==> config.mk <==
export PLATFORM = sky130hd
export DESIGN_NAME = drawing_display_reset_control
export DESIGN_NICKNAME = d
export VERILOG_FILES = /design/src/frame_sync.v /design/src/soft_reset_timer.v /design/src/drawing_display_reset_control.v
export VERILOG_INCLUDE_DIRS = /design/src
export SDC_FILE = /design/constraint.sdc
export NUM_CORES = 1
export LEC_CHECK = 0
export BUFFER_PORTS_ARGS = -buffer_cell sky130_fd_sc_hd__buf_4
export CORE_UTILIZATION = 45
export CTS_CLUSTER_SIZE = 12
export DETAILED_ROUTE_END_ITERATION = 8
export PLACE_DENSITY = 0.79
export SYNTH_ARGS = -nofsm -noshare
export SYNTH_HDL_FRONTEND = slang
export SYNTH_SLANG_ARGS = --single-unit
==> constraint.sdc <==
create_clock -name clk -period 2.2 [get_ports clk]
set_clock_uncertainty 0.15 [all_clocks]
set_input_delay 0.33 -clock clk [delete_from_list [all_inputs] [get_ports clk]]
set_output_delay 0.33 -clock clk [all_outputs]
set_load 0.1 [all_outputs]
==> src/drawing_display_defs.vh <==
// Notes on behaviour
// - Drawing soft reset is 1 after reset.
// - Soft reset 0 lets commands run.
// - Soft reset clears drawing only, not display.
// - Soft reset clears four drawing flags.
// - Display reset stays 1 while reset pin low.
// - State 00 outputs display-off value.
// - State 01 outputs frame memory next frame.
// - State 10 does refresh only.
// - State 10 blocks drawing despite render start.
// - State 10 drives display data zero.
// - State 10 holds vertical blank flag clear.
// - State 10 waits frame memory unless capture.
// - State 11 forbidden; drives the same outputs as state 10.
// - Reset sets both resets, clears lower and burst.
`ifndef DRAWING_DISPLAY_DEFS_VH
`define DRAWING_DISPLAY_DEFS_VH
// Register word addresses.
`define ADDR_SYSTEM_CONTROL 4'h0
`define ADDR_DRAW_STATUS 4'h1
`define ADDR_DISPLAY_CFG 4'h2
`define ADDR_DISPLAY_STATE 4'h3
// Field positions in the system control register.
`define BIT_SOFT_RESET 15
`define BIT_DISPLAY_RESET 14
`define BIT_DISPLAY_ENABLE 13
`define BIT_RENDER_BREAK 10
`define BIT_DISPLAY_CHANGE 9
`define BIT_RENDER_START 8
`define BIT_BURST_HI 7
`define BIT_BURST_LO 6
// Field positions in the drawing status register.
`define BIT_CMD_ERROR 0
`define BIT_TRAP 1
`define BIT_CMD_SUSPEND 2
`define BIT_DRAW_BREAK 3
`define BIT_VBLANK 4
// Field positions in the display configuration register.
`define BIT_CAPTURE_EN 0
// Reset value of the system control register, burst bits excluded.
`define SYSCTL_RESET 16'hC000
// Soft reset hold time in cycles.
`define SOFT_RESET_MIN_CYCLES 16
// Display state encodings, reset then enable.
`define DSTATE_RUN_OFF 2'h0
`define DSTATE_RUN_ON 2'h1
`define DSTATE_REFRESH 2'h2
`define DSTATE_BAD 2'h3
`endif

==> src/frame_sync.v <==
// Marks frame starts by counting cycles per frame.
module frame_sync #(
  parameter FRAME_CYCLES = 1024
) (
  input wire clk, // System clock.
  input wire arst_n, // Asynchronous reset, active low.
  input wire run, // Counts only while display runs.
  output reg frame_start, // Pulse at the first cycle of a frame.
  output reg vblank // High in the last eighth of a frame.
);
  // Position within the current frame.
  reg [15:0] count;
  // Counts frame position and flags frame starts.
  always @(posedge clk or negedge arst_n)
  begin
    if (!arst_n)
    begin
      count <= 16'h0000;
      frame_start <= 1'b0;
      vblank <= 1'b0;
    end
    else if (!run)
    begin
      // Stopped display holds at the top of a frame.
      count <= 16'h0000;
      frame_start <= 1'b0;
      vblank <= 1'b0;
    end
    else
    begin
      if (count == FRAME_CYCLES[15:0] - 16'h0001)
        count <= 16'h0000;
      else
        count <= count + 16'h0001;
      frame_start <= (count == FRAME_CYCLES[15:0] - 16'h0001);
      vblank <= (count >= (FRAME_CYCLES[15:0] - (FRAME_CYCLES[15:0] >> 3)));
    end
  end
endmodule // frame_sync

==> src/soft_reset_timer.v <==
// Counts how long the drawing soft reset has been held.
module soft_reset_timer #(
  parameter MIN_CYCLES = 16
) (
  input wire clk, // System clock.
  input wire arst_n, // Asynchronous reset, active low.
  input wire hold, // Soft reset bit level.
  output reg done // High once the hold reached its minimum.
);
  // Cycles of the current hold, saturating.
  reg [7:0] count;
  // Counts the hold and restarts when the bit falls.
  always @(posedge clk or negedge arst_n)
  begin
    if (!arst_n)
    begin
      count <= 8'h00;
      done <= 1'b0;
    end
    else if (!hold)
    begin
      count <= 8'h00;
      done <= 1'b0;
    end
    else
    begin
      if (count != MIN_CYCLES[7:0])
        count <= count + 8'h01;
      done <= (count >= MIN_CYCLES[7:0] - 8'h01);
    end
  end
endmodule // soft_reset_timer

==> src/drawing_display_reset_control.v <==
// The Avalon-MM interface to the registers was decided locally.
`include "drawing_display_defs.vh"
// Upper system control bits: drawing soft reset and display state.
module drawing_display_reset_control #(
  parameter FRAME_CYCLES = 1024,
  parameter PIXEL_WIDTH = 16
) (
  input wire clk, // System clock, 10 MHz.
  input wire arst_n, // Asynchronous reset, active low.
  input wire reset_pin_n, // Hardware reset pin level, active low.
  input wire [3:0] avs_address, // Avalon word address.
  input wire avs_read, // Avalon read request.
  input wire avs_write, // Avalon write request.
  input wire [31:0] avs_writedata, // Avalon write data.
  output reg [31:0] avs_readdata, // Avalon read data.
  output reg avs_waitrequest, // Avalon wait, low when answered.
  input wire cmd_error_evt, // Drawing engine raises command error.
  input wire trap_evt, // Drawing engine hits a trap command.
  input wire cmd_suspend_evt, // Drawing engine suspends a command.
  input wire draw_break_evt, // Drawing engine takes a break.
  input wire render_started, // Drawing engine took the start request.
  input wire display_changed, // Display buffer switch done.
  input wire [PIXEL_WIDTH-1:0] frame_pixel, // Pixel read from frame memory.
  input wire [PIXEL_WIDTH-1:0] display_off_value, // Display-off output value.
  input wire fm_access_req, // Processor or DMA frame memory access.
  output reg draw_reset, // Drawing engine reset level.
  output reg draw_run_enable, // Command processing allowed.
  output reg render_go, // Render start passed to drawing engine.
  output reg render_break_out, // Render break request to engine.
  output reg refresh_only, // Frame memory refresh-only mode.
  output reg [PIXEL_WIDTH-1:0] display_data, // Display data output.
  output reg fm_wait, // Wait to frame memory accesses.
  output reg soft_reset_held // Soft reset held long enough.
);
  // Stored control bits.
  reg drawing_soft_reset;
  reg display_reset_ctl;
  reg display_output_enable;
  reg render_break_request;
  reg display_change;
  reg render_start_bit;
  reg burst_mode_hi;
  reg burst_mode_lo;
  reg [5:0] low_ctl; // Lower DMA and access fields.
  // Drawing status flags.
  reg command_error_flag;
  reg trap_flag;
  reg command_suspend_flag;
  reg drawing_break_flag;
  reg vertical_blank_flag;
  // Display configuration.
  reg video_capture_enable;
  // Display output source chosen at frame start.
  reg show_frame;
  // Burst bits have no async reset; they load a constant while burst_init is low, after every reset.
  reg burst_init;
  // Answer phase of the bus slave.
  reg answered;
  wire frame_start;
  wire vblank_raw;
  wire hold_done;
  wire wr_go;
  wire rd_go;
  wire [1:0] dstate;
  // A write lands at the edge where waitrequest is seen low, the one edge at which the
  // master still holds address and data and counts the transfer as done.
  assign wr_go = avs_write && answered;
  assign rd_go = avs_read && !answered;
  assign dstate = {display_reset_ctl, display_output_enable};
  // Frame timing for the display path.
  frame_sync #(
    .FRAME_CYCLES(FRAME_CYCLES)
  ) u_frame (
    .clk(clk),
    .arst_n(arst_n),
    .run(!display_reset_ctl),
    .frame_start(frame_start),
    .vblank(vblank_raw)
  );
  // Hold time watch on the soft reset.
  soft_reset_timer #(
    .MIN_CYCLES(`SOFT_RESET_MIN_CYCLES)
  ) u_timer (
    .clk(clk),
    .arst_n(arst_n),
    .hold(drawing_soft_reset),
    .done(hold_done)
  );
  // Bus handshake: waitrequest drops for one cycle to answer each request.
  always @(posedge clk or negedge arst_n)
  begin
    if (!arst_n)
    begin
      answered <= 1'b0;
      avs_waitrequest <= 1'b1;
    end
    else if ((avs_read || avs_write) && !answered)
    begin
      answered <= 1'b1;
      avs_waitrequest <= 1'b0;
    end
    else
    begin
      answered <= 1'b0;
      avs_waitrequest <= 1'b1;
    end
  end
  // Read data mux; unmapped addresses read zero.
  always @(posedge clk or negedge arst_n)
  begin
    if (!arst_n)
      avs_readdata <= 32'h00000000;
    else if (rd_go)
    begin
      case (avs_address)
        `ADDR_SYSTEM_CONTROL:
          avs_readdata <= {16'h0000, drawing_soft_reset, display_reset_ctl,
            display_output_enable, 2'b00, render_break_request, display_change,
            render_start_bit, burst_mode_hi, burst_mode_lo, low_ctl};
        `ADDR_DRAW_STATUS:
          avs_readdata <= {27'h0000000, vertical_blank_flag, drawing_break_flag,
            command_suspend_flag, trap_flag, command_error_flag};
        `ADDR_DISPLAY_CFG:
          avs_readdata <= {31'h00000000, video_capture_enable};
        `ADDR_DISPLAY_STATE:
          avs_readdata <= {29'h00000000, hold_done, dstate};
        default:
          avs_readdata <= 32'h00000000;
      endcase
    end
  end
  // System control register storage.
  always @(posedge clk or negedge arst_n)
  begin
    if (!arst_n)
    begin
      drawing_soft_reset <= 1'b1;
      display_reset_ctl <= 1'b1;
      display_output_enable <= 1'b0;
      render_break_request <= 1'b0;
      display_change <= 1'b0;
      render_start_bit <= 1'b0;
      low_ctl <= 6'h00;
    end
    else
    begin
      if (wr_go && avs_address == `ADDR_SYSTEM_CONTROL)
      begin
        drawing_soft_reset <= avs_writedata[`BIT_SOFT_RESET];
        display_output_enable <= avs_writedata[`BIT_DISPLAY_ENABLE];
        display_reset_ctl <= avs_writedata[`BIT_DISPLAY_RESET] || !reset_pin_n;
        render_start_bit <= avs_writedata[`BIT_RENDER_START];
        display_change <= avs_writedata[`BIT_DISPLAY_CHANGE];
        render_break_request <= avs_writedata[`BIT_RENDER_BREAK];
        low_ctl <= avs_writedata[5:0];
      end
      else
      begin
        if (!reset_pin_n)
          display_reset_ctl <= 1'b1;
        // Start and change bits clear once the engine acts.
        if (render_started)
          render_start_bit <= 1'b0;
        if (display_changed)
          display_change <= 1'b0;
        if (draw_break_evt)
          render_break_request <= 1'b0;
      end
      if (drawing_soft_reset)
        render_break_request <= 1'b0;
    end
  end
  // Burst bits load zero on each clock while burst_init is low, so after every reset.
  always @(posedge clk)
  begin
    if (!burst_init)
    begin
      burst_mode_hi <= 1'b0;
      burst_mode_lo <= 1'b0;
    end
    else if (wr_go && avs_address == `ADDR_SYSTEM_CONTROL)
    begin
      burst_mode_hi <= avs_writedata[`BIT_BURST_HI];
      burst_mode_lo <= avs_writedata[`BIT_BURST_LO];
    end
  end
  // Marks that burst bits have been given a start value.
  always @(posedge clk or negedge arst_n)
  begin
    if (!arst_n)
      burst_init <= 1'b0;
    else
      burst_init <= 1'b1;
  end
  // Status flags: events set, soft reset clears all but vblank, write of 1 clears.
  always @(posedge clk or negedge arst_n)
  begin
    if (!arst_n)
    begin
      command_error_flag <= 1'b0;
      trap_flag <= 1'b0;
      command_suspend_flag <= 1'b0;
      drawing_break_flag <= 1'b0;
      vertical_blank_flag <= 1'b0;
    end
    else if (drawing_soft_reset)
    begin
      command_error_flag <= 1'b0;
      trap_flag <= 1'b0;
      command_suspend_flag <= 1'b0;
      drawing_break_flag <= 1'b0;
      vertical_blank_flag <= (dstate == `DSTATE_REFRESH) ? 1'b0 :
        (vertical_blank_flag || vblank_raw);
    end
    else
    begin
      if (wr_go && avs_address == `ADDR_DRAW_STATUS)
      begin
        // Set wins over a simultaneous clear.
        command_error_flag <= cmd_error_evt ||
          (command_error_flag && !avs_writedata[`BIT_CMD_ERROR]);
        trap_flag <= trap_evt || (trap_flag && !avs_writedata[`BIT_TRAP]);
        command_suspend_flag <= cmd_suspend_evt ||
          (command_suspend_flag && !avs_writedata[`BIT_CMD_SUSPEND]);
        drawing_break_flag <= draw_break_evt ||
          (drawing_break_flag && !avs_writedata[`BIT_DRAW_BREAK]);
      end
      else
      begin
        command_error_flag <= command_error_flag || cmd_error_evt;
        trap_flag <= trap_flag || trap_evt;
        command_suspend_flag <= command_suspend_flag || cmd_suspend_evt;
        drawing_break_flag <= drawing_break_flag || draw_break_evt;
      end
      if (dstate == `DSTATE_REFRESH)
        vertical_blank_flag <= 1'b0;
      else if (wr_go && avs_address == `ADDR_DRAW_STATUS &&
          avs_writedata[`BIT_VBLANK])
        vertical_blank_flag <= vblank_raw;
      else
        vertical_blank_flag <= vertical_blank_flag || vblank_raw;
    end
  end
  // Display configuration register.
  always @(posedge clk or negedge arst_n)
  begin
    if (!arst_n)
      video_capture_enable <= 1'b0;
    else if (wr_go && avs_address == `ADDR_DISPLAY_CFG)
      video_capture_enable <= avs_writedata[`BIT_CAPTURE_EN];
  end
  // Display source switches to frame memory only at a frame start.
  always @(posedge clk or negedge arst_n)
  begin
    if (!arst_n)
      show_frame <= 1'b0;
    else if (dstate != `DSTATE_RUN_ON)
      show_frame <= 1'b0;
    else if (frame_start)
      show_frame <= 1'b1;
  end
  // Drawing engine controls.
  always @(posedge clk or negedge arst_n)
  begin
    if (!arst_n)
    begin
      draw_reset <= 1'b1;
      draw_run_enable <= 1'b0;
      render_go <= 1'b0;
      render_break_out <= 1'b0;
      soft_reset_held <= 1'b0;
    end
    else
    begin
      draw_reset <= drawing_soft_reset;
      draw_run_enable <= !drawing_soft_reset;
      render_go <= render_start_bit && !drawing_soft_reset && !display_reset_ctl;
      render_break_out <= render_break_request;
      soft_reset_held <= hold_done;
    end
  end
  // Display outputs by display state.
  always @(posedge clk or negedge arst_n)
  begin
    if (!arst_n)
    begin
      display_data <= {PIXEL_WIDTH{1'b0}};
      refresh_only <= 1'b1;
      fm_wait <= 1'b0;
    end
    else
    begin
      case (dstate)
        `DSTATE_RUN_OFF:
        begin
          display_data <= display_off_value;
          refresh_only <= 1'b0;
          fm_wait <= 1'b0;
        end
        `DSTATE_RUN_ON:
        begin
          display_data <= show_frame ? frame_pixel : display_off_value;
          refresh_only <= 1'b0;
          fm_wait <= 1'b0;
        end
        `DSTATE_REFRESH:
        begin
          refresh_only <= 1'b1;
          display_data <= {PIXEL_WIDTH{1'b0}};
          fm_wait <= fm_access_req && !video_capture_enable;
        end
        default:
        begin
          refresh_only <= 1'b1;
          display_data <= {PIXEL_WIDTH{1'b0}};
          fm_wait <= fm_access_req && !video_capture_enable;
        end
      endcase
    end
  end
endmodule // drawing_display_reset_control

## Yosys cells after proc, flatten, opt, wreduce, memory -nomap -nowiden

Cells that the tools add are included.

| word-level totals | value |
|---|---|
| register bits | 106 |
| logic and storage cells | 125 |

| operators by class | value |
|---|---|
| $add $sub $neg | 2 |
| magnitude comparators | 2 |
| equality and inequality tests | 10 |
| muxes and demuxes | 37 |
| reductions and logical operators | 41 |

Operators by type and width:

| cell | count |
|---|---|
| $pmux 16 s4 | 1 |
| $mux 16 | 3 |
| $pmux 16 s2 | 1 |
| $mux 1 | 30 |
| $add 16x1->16 const B | 1 |
| $eq 16x10->1 const B | 1 |
| $ge 16x10->1 const B | 1 |
| $mux 8 | 2 |
| $logic_and 1x1->1 | 14 |
| $logic_or 1x1->1 | 11 |
| $logic_not 1->1 | 9 |
| $add 8x1->8 const B | 1 |
| $eq 4x2->1 const B | 2 |
| $ge 8x4->1 const B | 1 |
| $ne 8x5->1 const B | 1 |
| $ne 2x1->1 const B | 3 |
| $reduce_bool 2->1 | 3 |
| $eq 4x1->1 const B | 1 |
| $logic_not 4->1 | 1 |
| $reduce_bool 3->1 | 1 |
| $eq 2x1->1 const B | 1 |
| $eq 2x2->1 const B | 1 |
| $logic_not 2->1 | 1 |
| $reduce_or 2->1 | 1 |

## Logic depth before layout (Yosys ltp)

| depth | value |
|---|---|
| depth in word-level cells | 6 |
| mapped depth | 6 |

## Modules after synthesis

A second synthesis with hierarchy kept.

| second synthesis, totals | value |
|---|---|
| cell total of the unflattened synthesis | 371 |
| area, all modules | 4,000.1 um2 |

By module, submodules not included:

| module | instances | cells each | area an instance (um2) |
|---|---|---|---|
| drawing_display_reset_control | 1 | 236 | 2,616.3 |
| frame_sync | 1 | 86 | 888.4 |
| soft_reset_timer | 1 | 49 | 495.5 |

## Worst setup path before layout

OpenSTA, ideal clock, no wires.

| timing | value |
|---|---|
| path kind | input-to-reg |
| start point | input avs_address[1] |
| end point | register low_ctl[0] |
| setup time | 0.125 ns |
| arrival | 1.573 ns |
| data required time | 1.925 ns |
| setup slack | 0.352 ns |
| cell stages on the path | 4 |
| buffers on the path | 1 |
| path through | or3_1 buf_6 nor3_4 mux2_2 |

| on the way | value |
|---|---|
| longest elaborated chain between the ends | 2 |

Ends and longest elaborated chain:

| item | RTL line | RTL |
|---|---|---|
| start, declared | drawing_display_reset_control.v:11 | `input wire [3:0] avs_address,` |
| $logic_not 4->1 | - |  |
| $logic_and 1x1->1 (no source line) | - |  |
| end signal, assigned | drawing_display_reset_control.v:155 | `low_ctl <= avs_writedata[5:0];` |
| end, declared | drawing_display_reset_control.v:44 | `reg [5:0] low_ctl;` |

No other way between the ends.
A chain may end at the register's enable or synchronous reset.

## Final worst setup path

| timing | value |
|---|---|
| start point | register u_frame.count[11] |
| end point | register u_frame.count[5] |

| on the way | value |
|---|---|
| longest elaborated chain between the ends | 3 |

Ends and longest elaborated chain:

| item | RTL line | RTL |
|---|---|---|
| start, declared | frame_sync.v:12 | `reg [15:0] count;` |
| start signal, assigned | frame_sync.v:34 | `count <= count + 16'h0001;` |
| $eq 16x10->1 | frame_sync.v:31 | `if (count == FRAME_CYCLES[15:0] - 16'h0001)` |
| $mux 16 | frame_sync.v:31 |  |
| $mux 16 | frame_sync.v:22 | `else if (!run)` |

No other way between the ends.

==> out/metrics.json <==
{
  "num_antenna_cells": {"value": 0},
  "hold_path_class": {"value": "input pin to flip-flop"},
  "timing.critical_path.fanout_max": {"value": 12},
  "timing_hold_violations_final": {"value": 0},
  "initial_antenna_violation_count": {"value": 0},
  "synth.avg_cell_area": {"value": 10.6, "unit": "sq um"},
  "max-clock-path-buffers": {"value": 2},
  "worst_setup_path_type": {"value": "flip-flop to flip-flop"},
  "fin_total_pwr": {"value": 0.00358, "unit": "W"},
  "wl_per_cell": {"value": 13.5, "unit": "microns"},
  "data_arrival_time_of_the_critical_path": {"value": 2070, "unit": "ps"},
  "cts.clk_slew.worst_paths": {"value": 80, "unit": "ps"},
  "grt_first_pass_wirelength": {"value": 12800, "unit": "microns"},
  "leakagePower": {"value": 2.34, "unit": "nW"},
  "period_needed": {"value": 1990, "unit": "ps"},
  "finalWirelength": {"value": 7800, "unit": "microns"},
  "grt_start_max_net_pins": {"value": 40},
  "post_synth_instance_area": {"value": 0.00383, "unit": "sq mm"},
  "layout.cells.most_common": {"value": "buf_4"},
  "vias_per_cell": {"value": 4.96},
  "slew_headroom": {"value": 58.6, "unit": "%"},
  "die_height": {"value": 94.3, "unit": "microns"},
  "detail_placement_hpwl": {"value": 5710, "unit": "microns"},
  "area_growth_syn_to_layout": {"value": 26.4, "unit": "%"},
  "drv.max_cap_violation_count": {"value": 0},
  "drive_gt1_share": {"value": 29.8, "unit": "%"},
  "num_vias": {"value": 2868},
  "drc": {"value": 0},
  "design.core.area": {"value": 0.00822, "unit": "sq mm"},
  "worst_skew_pair.late_latency": {"value": 350, "unit": "ps"},
  "tightestPinTransition": {"value": 616, "unit": "ps"},
  "drt.antenna.violating_nets": {"value": 0},
  "design.final.nets": {"value": 552},
  "ff2ff_path_depth": {"value": 4},
  "crit-reg2reg-capture": {"value": "u_frame.count[5]$_DFF_PN0_"},
  "floorplan.die_area": {"value": 0.00890, "unit": "sq mm"},
  "reg2reg_from": {"value": "u_frame.count[11]$_DFF_PN0_"},
  "numPortBuffers": {"value": 99},
  "cts-root-buf": {"value": "clkbuf_8"},
  "yosys_register_bits": {"value": 88},
  "pwr_density_cell": {"value": 739, "unit": "mW/mm^2"},
  "timing.critical_path.to_type": {"value": "flip-flop"},
  "setup_viol": {"value": 0},
  "hold_path_depth": {"value": 3},
  "place_congestion": {"value": 0.828},
  "timing.hold.worst_endpoint": {"value": "display_output_enable$_DFFE_PN0P_"},
  "layout_common_cells": {"value": "buf_4, dfrtp_1, nand2_1, nor2_1, a21oi_1"},
  "min_from": {"value": "avs_writedata[13]"},
  "io_pins": {"value": 136},
  "timing.critical_path.from_type": {"value": "flip-flop"},
  "yosysSeqAreaShare": {"value": 57.3, "unit": "%"},
  "max_clock_freq": {"value": 503, "unit": "MHz"},
  "global_route.overflow_total": {"value": 0},
  "htree_num_levels": {"value": 3},
  "initialDrtViolationCount": {"value": 147},
  "floorplan.die.width": {"value": 94.3, "unit": "microns"},
  "initial_core_util": {"value": 46.7, "unit": "%"},
  "grt_pass1_vias": {"value": 2770},
  "clkSinkCount": {"value": 88},
  "final_critical_path_share_of_the_clock_period": {"value": 90.3, "unit": "%"},
  "synth_cell_types": {"value": 43},
  "cts-buffers-inserted": {"value": 9},
  "cts_tree": {"value": "yes"},
  "grt_setup_unrepaired": {"value": "no"},
  "num_rows": {"value": 33},
  "fin_setup_tns": {"value": 0, "unit": "ps"},
  "rrSetupSlack": {"value": 210, "unit": "ps"},
  "grt.total_usage": {"value": 18.7, "unit": "%"},
  "total_number_of_yosys_warnings": {"value": 0},
  "drt_first_pass_iters": {"value": 4},
  "report.final.slew_viol_count": {"value": 0},
  "cp.required": {"value": 2280, "unit": "ps"},
  "worst_vdd_drop": {"value": 0.524, "unit": "mV"},
  "outcome": {"value": "complete, no violations"},
  "synthCells": {"value": 363}
}
[layout make-up]
type / instances / area, sq um
fill: 689 / 3370
sequential: 88 / 2200
multi-input combinational: 248 / 1450
timing repair buffer: 110 / 856
clock buffer: 13 / 159
tap: 105 / 131
inverter: 11 / 41.3
clock inverter: 3 / 17.5
[Yosys cell counts, drive strengths merged]
cell type | number | area share (%)
nand2 | 48 | 4.7
nor2b | 2 | 0.33
and3b | 1 | 0.23
or2 | 1 | 0.16
nand3b | 1 | 0.20
a21o | 1 | 0.20
clkbuf | 10 | 0.98
o21ai | 7 | 0.91
and3 | 2 | 0.33
nand2b | 5 | 0.82
nand3 | 17 | 2.2
or3 | 3 | 0.49
buf | 23 | 4.6
mux2 | 7 | 2.1
nor3b | 1 | 0.20
xnor2 | 12 | 2.7
dfrtp | 81 | 53
o31ai | 2 | 0.39
nor3 | 8 | 1.5
mux4 | 1 | 0.69
mux2i | 8 | 2.1
ha | 4 | 1.3
a21oi | 27 | 3.6
a31o | 1 | 0.23
nand4 | 5 | 0.82
and4 | 1 | 0.23
inv | 11 | 1.1
conb | 2 | 0.20
a22o | 12 | 2.7
dfxtp | 2 | 1.0
nor2 | 36 | 3.5
or3b | 1 | 0.23
xor2 | 6 | 1.4
and2 | 1 | 0.16
dfstp | 5 | 3.4
or4 | 2 | 0.39
nor4 | 6 | 0.98
[where the power goes]
group          total [W]  internal [W]  leakage, nW  switching (W)
Sequential       0.00184       0.00174         1.17      0.0000999
Combinational   0.000739      0.000224         1.08       0.000515
Clock            0.00100      0.000470       0.0894       0.000533
[layer usage]
metal	track usage (%)	vias up	part of all wire, %
met2	29.6	90	49
met3	3.24	15	5.3
met5	0	-	0
met4	10.4	0	2.3
met1	24.4	1366	44
li1	-	1397	-
[through the flow]
step,std cells,util (%),hold slack (ps),cell area [sq um],setup slack (ps)
CTS,578,59.0,21.9,4850,110
finish,578,59.0,36.0,4850,213
global route,578,59.0,46.1,4850,80.9
global placement,560,56.6,176,4650,219
detailed placement,560,56.6,181,4650,114
floorplan,380,-,-116,3900,352
[cells by family (layout without fill, tap and decap cells)]
family	count (synthesis)	count (layout)	synth area share, %
DFF	88	88	57.3
and+or+nand+nor	141	141	17.5
other	2	19	0.196
adders and majority gates	4	4	1.31
xor gates and xnor gates	18	18	4.11
muxes	16	16	4.83
AOI/OAI and AO/OA	50	50	8.09
buffers and inverters	44	137	6.69
[registers in the layout (all words and copies together) (netlist names), 6 cells and up]
name,count
avs_readdata,14
display_data,16
low_ctl,6
u_frame.count,16
u_timer.count,8
[worst max-delay path, cell delays in order, from the launching register on]
cell     delay (ps)
dfrtp_1         430
or4_1           540
nor3_1          320
a21o_2          340
nor2_1           80
[worst max-delay path by stage]
stage / start / endpoint / slack, ps / depth (start not counted)
after floorplan: avs_address[1] / low_ctl[0]$_DFFE_PN0P_ / 350 / 4
after global placement: avs_address[1] / low_ctl[4]$_DFFE_PN0P_ / 220 / 5
after detailed placement: u_frame.count[10]$_DFF_PN0_ / u_frame.count[5]$_DFF_PN0_ / 110 / 4
after CTS: u_frame.count[11]$_DFF_PN0_ / u_frame.count[5]$_DFF_PN0_ / 110 / 4
after global routing: u_frame.count[11]$_DFF_PN0_ / u_frame.count[5]$_DFF_PN0_ / 80 / 4
final: u_frame.count[11]$_DFF_PN0_ / u_frame.count[5]$_DFF_PN0_ / 210 / 4
[what timing repair did]
action	4_1_cts	5_1_grt
gates resized for setup	0	1
hold endpoints to repair	35	0
buffers inserted	0	0
hold buffers	2	0
setup endpoints to repair	0	12
No activity file was read; power rests on OpenSTA's default activity.
